--- config.mk ---
export PLATFORM = sky130hd
export DESIGN_NAME = prcs_clock_select
export DESIGN_NICKNAME = d
export VERILOG_FILES = /design/src/hdl/prcs_clock_select.sv /design/src/hdl/prcs_sync.sv
export SDC_FILE = /design/constraint.sdc
export NUM_CORES = 1
export LEC_CHECK = 0
export BUFFER_PORTS_ARGS = -buffer_cell sky130_fd_sc_hd__clkbuf_2
export CAP_MARGIN = 10
export CORE_ASPECT_RATIO = 0.5
export CORE_MARGIN = 3
export CORE_UTILIZATION = 51
export DETAILED_ROUTE_END_ITERATION = 8
export PLACE_DENSITY = 0.78
export SETUP_SLACK_MARGIN = 0.2
export SYNTH_ARGS = -nofsm -noshare
export SYNTH_HDL_FRONTEND = slang
export SYNTH_HIERARCHICAL = 1
export SYNTH_SLANG_ARGS = --single-unit
--- constraint.sdc ---
create_clock -name mclk_i -period 1.2 [get_ports mclk_i]
set_input_delay 0.12 -clock mclk_i [delete_from_list [all_inputs] [get_ports mclk_i]]
set_output_delay 0.12 -clock mclk_i [all_outputs]
set_load 0.1 [all_outputs]
--- src/hdl/prcs_clock_select.sv ---
//Function
//- Pins four to seven drive same-numbered global lines
//- Pins 12..15 drive global lines 14,15,12,13
//- Enhanced loop reference: four pins or array clock
//- Enhanced select fixed until new configuration load
//- Center fast loop offers five reference inputs
//- Core logic may switch among center pin sources
//- Corner loop: corner pin, center pin, array clock
//- Each center pair may select any of four pins
//- Receiver mode: only adjacent pin pair compensated
//- Outside receiver mode all four pins compensated
//- Corner loop: only corner pin is compensated
`timescale 1ns/1ps
package prcs_pkg;
	localparam int             PRCS_PINS      = 16;
	localparam int             PRCS_LOOPS     = 4;
	localparam int             PRCS_GRP_PINS  = 4;
	// Enhanced loop source codes
	localparam logic [2:0]     PRCS_ENH_ARRAY = 3'h4;
	// Center loop source kind
	localparam logic           PRCS_CTR_PIN   = 1'h0;
	localparam logic           PRCS_CTR_ARRAY = 1'h1;
	// Corner loop source codes
	localparam logic [1:0]     PRCS_COR_CORNER = 2'h0;
	localparam logic [1:0]     PRCS_COR_CENTER = 2'h1;
	localparam logic [1:0]     PRCS_COR_ARRAY  = 2'h2;
	// First pin of each loop's group of four
	localparam int             PRCS_ENH_BASE [PRCS_LOOPS] = '{12, 4, 12, 4};
	localparam int             PRCS_CTR_BASE [PRCS_LOOPS] = '{0, 0, 8, 8};
	// Center pin reachable by each corner loop
	localparam int             PRCS_COR_CPIN [PRCS_LOOPS] = '{0, 2, 8, 10};
	// Pin driving each global line; -1 means no pin feed
	localparam int             PRCS_GMAP [PRCS_PINS] = '{
		-1, -1, -1, -1, 4, 5, 6, 7, -1, -1, -1, -1, 14, 15, 12, 13};
	typedef enum logic [0:0] {
		PRCS_CFG_EMPTY  = 1'b0,
		PRCS_CFG_LOADED = 1'b1
	} prcs_cfg_t;
endpackage

module prcs_clock_select
	import prcs_pkg::*;
(
	input  wire logic                  mclk_i,
	input  wire logic                  reset_n_i,
	input  wire logic [PRCS_PINS-1:0]  clk_pin_i,
	input  wire logic [PRCS_LOOPS-1:0] corner_loop_reference_pin_i,
	input  wire logic                  array_clk_i,
	input  wire logic                  cfg_load_i,
	input  wire logic [PRCS_LOOPS-1:0][2:0] cfg_enh_sel_i,
	input  wire logic [PRCS_LOOPS-1:0] cfg_ctr_src_i,
	input  wire logic [PRCS_LOOPS-1:0] cfg_ctr_rx_mode_i,
	input  wire logic [PRCS_LOOPS-1:0][1:0] cfg_cor_sel_i,
	input  wire logic [PRCS_LOOPS-1:0][1:0] core_ctr_pin_sel_i,
	output logic                       cfg_loaded_o,
	output logic      [PRCS_PINS-1:0]  global_clock_line_o,
	output logic      [PRCS_LOOPS-1:0] enh_ref_o,
	output logic      [PRCS_LOOPS-1:0] ctr_ref_o,
	output logic      [PRCS_LOOPS-1:0] ctr_comp_o,
	output logic      [PRCS_LOOPS-1:0] cor_ref_o,
	output logic      [PRCS_LOOPS-1:0] cor_comp_o
);
	// ****************************************************
	// Input synchronisers
	// ****************************************************
	logic [PRCS_PINS-1:0]  pin_s;
	logic [PRCS_LOOPS-1:0] cor_pin_s;
	logic                  array_s;

	prcs_sync #(.W(PRCS_PINS)) u_sync_pin (
		.mclk_i    (mclk_i),
		.reset_n_i (reset_n_i),
		.d_i       (clk_pin_i),
		.q_o       (pin_s)
	);

	prcs_sync #(.W(PRCS_LOOPS)) u_sync_cor (
		.mclk_i    (mclk_i),
		.reset_n_i (reset_n_i),
		.d_i       (corner_loop_reference_pin_i),
		.q_o       (cor_pin_s)
	);

	// Array clock is assumed qualified by its source
	prcs_sync #(.W(1)) u_sync_arr (
		.mclk_i    (mclk_i),
		.reset_n_i (reset_n_i),
		.d_i       (array_clk_i),
		.q_o       (array_s)
	);

	// ****************************************************
	// Configuration image
	// ****************************************************
	prcs_cfg_t                   cfg_state_reg;
	logic [PRCS_LOOPS-1:0][2:0]  enh_sel_reg;
	logic [PRCS_LOOPS-1:0]       ctr_src_reg;
	logic [PRCS_LOOPS-1:0]       ctr_rx_reg;
	logic [PRCS_LOOPS-1:0][1:0]  cor_sel_reg;

	always_ff @(posedge mclk_i or negedge reset_n_i) begin
		if (!reset_n_i) begin
			cfg_state_reg <= PRCS_CFG_EMPTY;
		end else begin
			case (cfg_state_reg)
				PRCS_CFG_EMPTY: begin
					if (cfg_load_i) begin
						cfg_state_reg <= PRCS_CFG_LOADED;
					end
				end
				PRCS_CFG_LOADED: begin
					cfg_state_reg <= PRCS_CFG_LOADED;
				end
				default: begin
					cfg_state_reg <= PRCS_CFG_EMPTY;
				end
			endcase
		end
	end

	// Selects change only on a configuration load
	always_ff @(posedge mclk_i or negedge reset_n_i) begin
		if (!reset_n_i) begin
			enh_sel_reg <= '0;
			ctr_src_reg <= '0;
			ctr_rx_reg  <= '0;
			cor_sel_reg <= '0;
		end else if (cfg_load_i) begin
			enh_sel_reg <= cfg_enh_sel_i;
			ctr_src_reg <= cfg_ctr_src_i;
			ctr_rx_reg  <= cfg_ctr_rx_mode_i;
			cor_sel_reg <= cfg_cor_sel_i;
		end
	end

	assign cfg_loaded_o = (cfg_state_reg == PRCS_CFG_LOADED);

	// ****************************************************
	// Global clock lines fed by dedicated pins
	// ****************************************************
	logic [PRCS_PINS-1:0] gcl_next;

	genvar g;
	generate
		for (g = 0; g < PRCS_PINS; g++) begin : g_global_clock_line
			if (PRCS_GMAP[g] >= 0) begin : g_fed
				assign gcl_next[g] = pin_s[PRCS_GMAP[g]];
			end else begin : g_none
				assign gcl_next[g] = 1'b0;
			end
		end
	endgenerate

	// One register for all lines; unfed lines stay low
	always_ff @(posedge mclk_i or negedge reset_n_i) begin
		if (!reset_n_i) begin
			global_clock_line_o <= '0;
		end else begin
			global_clock_line_o <= gcl_next;
		end
	end

	// ****************************************************
	// Per-loop reference multiplexers
	// ****************************************************
	genvar l;
	generate
		for (l = 0; l < PRCS_LOOPS; l++) begin : g_loop
			logic [PRCS_GRP_PINS-1:0] enh_grp;
			logic [PRCS_GRP_PINS-1:0] ctr_grp;
			logic                     enh_next;
			logic                     ctr_next;
			logic                     ctr_comp_next;
			logic                     cor_next;
			logic                     near_pair;

			assign enh_grp = pin_s[PRCS_ENH_BASE[l] +: PRCS_GRP_PINS];
			assign ctr_grp = pin_s[PRCS_CTR_BASE[l] +: PRCS_GRP_PINS];
			// Even loop of a pair sits beside pins 0,1; odd beside 2,3
			assign near_pair = (core_ctr_pin_sel_i[l][1] == l[0]);

			always_comb begin
				if (enh_sel_reg[l] == PRCS_ENH_ARRAY) begin
					enh_next = array_s;
				end else if (enh_sel_reg[l] < PRCS_ENH_ARRAY) begin
					enh_next = enh_grp[enh_sel_reg[l][1:0]];
				end else begin
					enh_next = 1'b0;
				end
			end

			always_comb begin
				if (ctr_src_reg[l] == PRCS_CTR_ARRAY) begin
					ctr_next      = array_s;
					ctr_comp_next = 1'b0;
				end else begin
					// Core drives the pin choice live
					ctr_next      = ctr_grp[core_ctr_pin_sel_i[l]];
					ctr_comp_next = ctr_rx_reg[l] ? near_pair : 1'b1;
				end
			end

			always_comb begin
				case (cor_sel_reg[l])
					PRCS_COR_CORNER: cor_next = cor_pin_s[l];
					PRCS_COR_CENTER: cor_next = pin_s[PRCS_COR_CPIN[l]];
					PRCS_COR_ARRAY:  cor_next = array_s;
					default:         cor_next = 1'b0;
				endcase
			end

			always_ff @(posedge mclk_i or negedge reset_n_i) begin
				if (!reset_n_i) begin
					enh_ref_o[l]  <= 1'b0;
					ctr_ref_o[l]  <= 1'b0;
					ctr_comp_o[l] <= 1'b0;
					cor_ref_o[l]  <= 1'b0;
					cor_comp_o[l] <= 1'b0;
				end else begin
					enh_ref_o[l]  <= enh_next;
					ctr_ref_o[l]  <= ctr_next;
					ctr_comp_o[l] <= ctr_comp_next;
					cor_ref_o[l]  <= cor_next;
					cor_comp_o[l] <= (cor_sel_reg[l] == PRCS_COR_CORNER);
				end
			end
		end
	endgenerate
endmodule

--- src/hdl/prcs_sync.sv ---
`timescale 1ns/1ps
module prcs_sync
	import prcs_pkg::*;
#(
	parameter int W = 1
) (
	input  wire logic         mclk_i,
	input  wire logic         reset_n_i,
	input  wire logic [W-1:0] d_i,
	output logic      [W-1:0] q_o
);
	logic [W-1:0] meta_reg;

	always_ff @(posedge mclk_i or negedge reset_n_i) begin
		if (!reset_n_i) begin
			meta_reg <= '0;
			q_o      <= '0;
		end else begin
			meta_reg <= d_i;
			q_o      <= meta_reg;
		end
	end
endmodule

==> flow_summary.ini <==
[detailed_routing]
wirelength_um = 6870
ant_nets = 0
vias = 2107
first_pass_iters = 4
drc = 0
wl_per_cell_um = 15.65
drtIter0Drc = 89
via_per_inst = 4.800

[yosys]
netlist_instances = 216
avgSynthCellArea_um2 = 16.10
syn-cell-area_um2 = 3477
ys_seq_area_frac = 0.7125
synth_area_leaders = dfrtp_1 71%, mux2_4 9.1%, mux2i_1 3.5%
ys_ff_latch = 99
yosys.area.top_type = dfrtp_1
ys_warn_count = 6
synthDistinctLibCells = 19
synth_top_area_frac = 0.7125

[critical_path]
endpoint = cfg_loaded_o
worst-r2r-setup-slack_ns = 0.16
critPathSlowestCell = dfrtp_4
r2r-end = enh_ref_o[1]
r2r_cells = 3
crit_family = flip-flops
critPathLaunchType = register
crit_chain = buf_12
cp_max_fo = 2
critPathArrivalTime_ns = 1.00
worst-path-stages = 1
crit_required_ns = 1.08
critPathLaunch = cfg_loaded_o
timing.rr.start = enh_sel_reg[4]
cp-end-kind = output pin
crit_buf_inv = 1
worstSetupPathType = register to output pin
max_stage_delay_ns = 0.49

[die]
die_area_um2 = 7905
ios = 97
die_w_um = 122.8
initial_core_util = 0.5492
core_um2 = 6331
std_cell_rows = 20
die_y_um = 64.39

[power_and_ir_drop]
peakVddDrop_uv = 1088
power_mw = 8.561
swShare = 0.2901
p_clk_frac = 0.323
p_int_mw = 6.077
p_comb_frac = 0.228
power_density_nw_per_um2 = 1665
power_switching_mw = 2.483
seqPwrFrac = 0.449
leakage_nw = 2.409

[place]
post-dp-hpwl_um = 4676
dpl_worst_slack_ns = 0.09245
dp_cells = 394
port-buffer-count = 88
gp_congestion = 0.7975

[flow_run]
drv_cap = 0

[global_route]
gr-usage-met2 = 0.3549
grt_use_met1 = 0.2264
use_met3 = 0.06189
groute.usage.overall = 0.1967
grt_max_degree = 37
grt_pass1_vias = 2406
grt_remaining_overflow = 0
top_usage_layer = met2
grt_pass1_wl_um = 11610
antenna_found_initial = 0

[finish]
finish.net_count = 406
area_growth_pct = 47.86
mostFrequentLayoutCells = 69 x dfrtp_1, 58 x clkbuf_2, 32 x buf_12, 29 x dfrtp_2, 25 x mux2_4
fillers = 334
layout_commonest_cell = dfrtp_1
drive_above_1_share = 0.5128
final_cells = 439
final_util = 0.8121
antenna_cells = 0

[cts]
clock_latency_ns = 0.33
clock_sinks = 99
cts_max_path_buffers = 2
htreeDepth = 3
cts_tree = built
numCtsBuffers = 9
cts-root-buf = clkbuf_16
cts.clk_slew.worst_paths_ns = 0.06

[sta]
maxSlewViolCount = 0
finalClockSkew_ns = 0.004190
clock.fmax_ghz = 0.8947
fin_crit_sh = 0.9314
layout_setup_ws_ns = 0.08233
finalSetupTns_ns = 0
rsz0062_at_grt = true
hold_violations = 0
min_period_ns = 1.118
finalSetupViolCount = 0

[min_path]
hp-class = input port to register

[status]
status = completed
## power by group through the flow
stage	clock, mW	combinational (mW)	sequential (mW)
detailed placement	0	1.84	3.90
floorplan	0	0.448	4.53
global route	2.96	2.03	3.89
finish	2.76	1.95	3.85
CTS	2.81	1.95	3.85
global placement	0	1.81	3.88
## cell type report
type,instances,area [um^2],share of cell area
Sequential cell,99,2517,0.4897
Timing Repair Buffer,125,1257,0.2446
Multi-Input combinational cell,105,943.4,0.1835
Clock buffer,13,250.2,0.04867
Tap cell,88,110.1,0.02142
Clock inverter,3,40.04,0.007788
Inverter,6,22.52,0.004381
## cell families (layout without fill, tap and decap cells)
| logic type | Yosys count | in the layout | share of synthesized area |
|---|---|---|---|
| muxes | 40 | 40 | 0.1479 |
| other | 1 | 8 | 0.001078 |
| and+or+nand+nor | 29 | 29 | 0.04570 |
| DFF | 99 | 99 | 0.7125 |
| AOI/OAI and AO/OA | 28 | 28 | 0.05398 |
| buffers and inverters | 19 | 147 | 0.03886 |
## metal layers
metal	share of wire	wire, um	vias up
met2	0.54	3706	61
li1	-	-	989
met4	0.012	80	0
met5	0	0	-
met1	0.40	2766	1049
met3	0.046	316	8
## synth_stat cells
library cell,number
nand3b_1,10
buf_6,4
nor2b_1,4
inv_1,6
a2111oi_1,4
a21oi_1,4
mux2_2,7
o22ai_1,2
buf_4,9
o21ai_0,10
dfrtp_1,99
conb_1,1
or2_2,1
mux2i_1,12
nand2_1,6
a311oi_1,4
nor2_1,8
o21a_1,4
mux2_4,21
## through the flow
step,hold WS [ns],cell area [um^2]
2_1_floorplan,-0.1756,3545
4_1_cts,0.008662,5126
3_5_place_dp,0.03348,4518
6_report,0.01635,5141
5_1_grt,0.004683,5141
3_3_place_gp,0.02431,4518
## worst min path at each step
stage          cells past startpoint                   from                 to
6_report                           2  core_ctr_pin_sel_i[5]      ctr_comp_o[2]
4_1_cts                            2  core_ctr_pin_sel_i[5]      ctr_comp_o[2]
3_3_place_gp                       1              reset_n_i  u_sync_pin/q_o[7]
5_1_grt                            2       cfg_cor_sel_i[6]     cor_sel_reg[6]
2_1_floorplan                      0              reset_n_i      cor_comp_o[0]
3_5_place_dp                       1              reset_n_i  u_sync_pin/q_o[7]
## repair_timing
| action | CTS | global route |
|---|---|---|
| pin swaps | 3 | 2 |
| resized for setup | 15 | 3 |
| setup buffers | 4 | 1 |
| setup endpoints to repair | 37 | 38 |
| endpoints found under the hold margin | 116 | 0 |
| hold buffers | 24 | 0 |
| cloned | 0 | 0 |
Power figures use the tool's default switching activity.
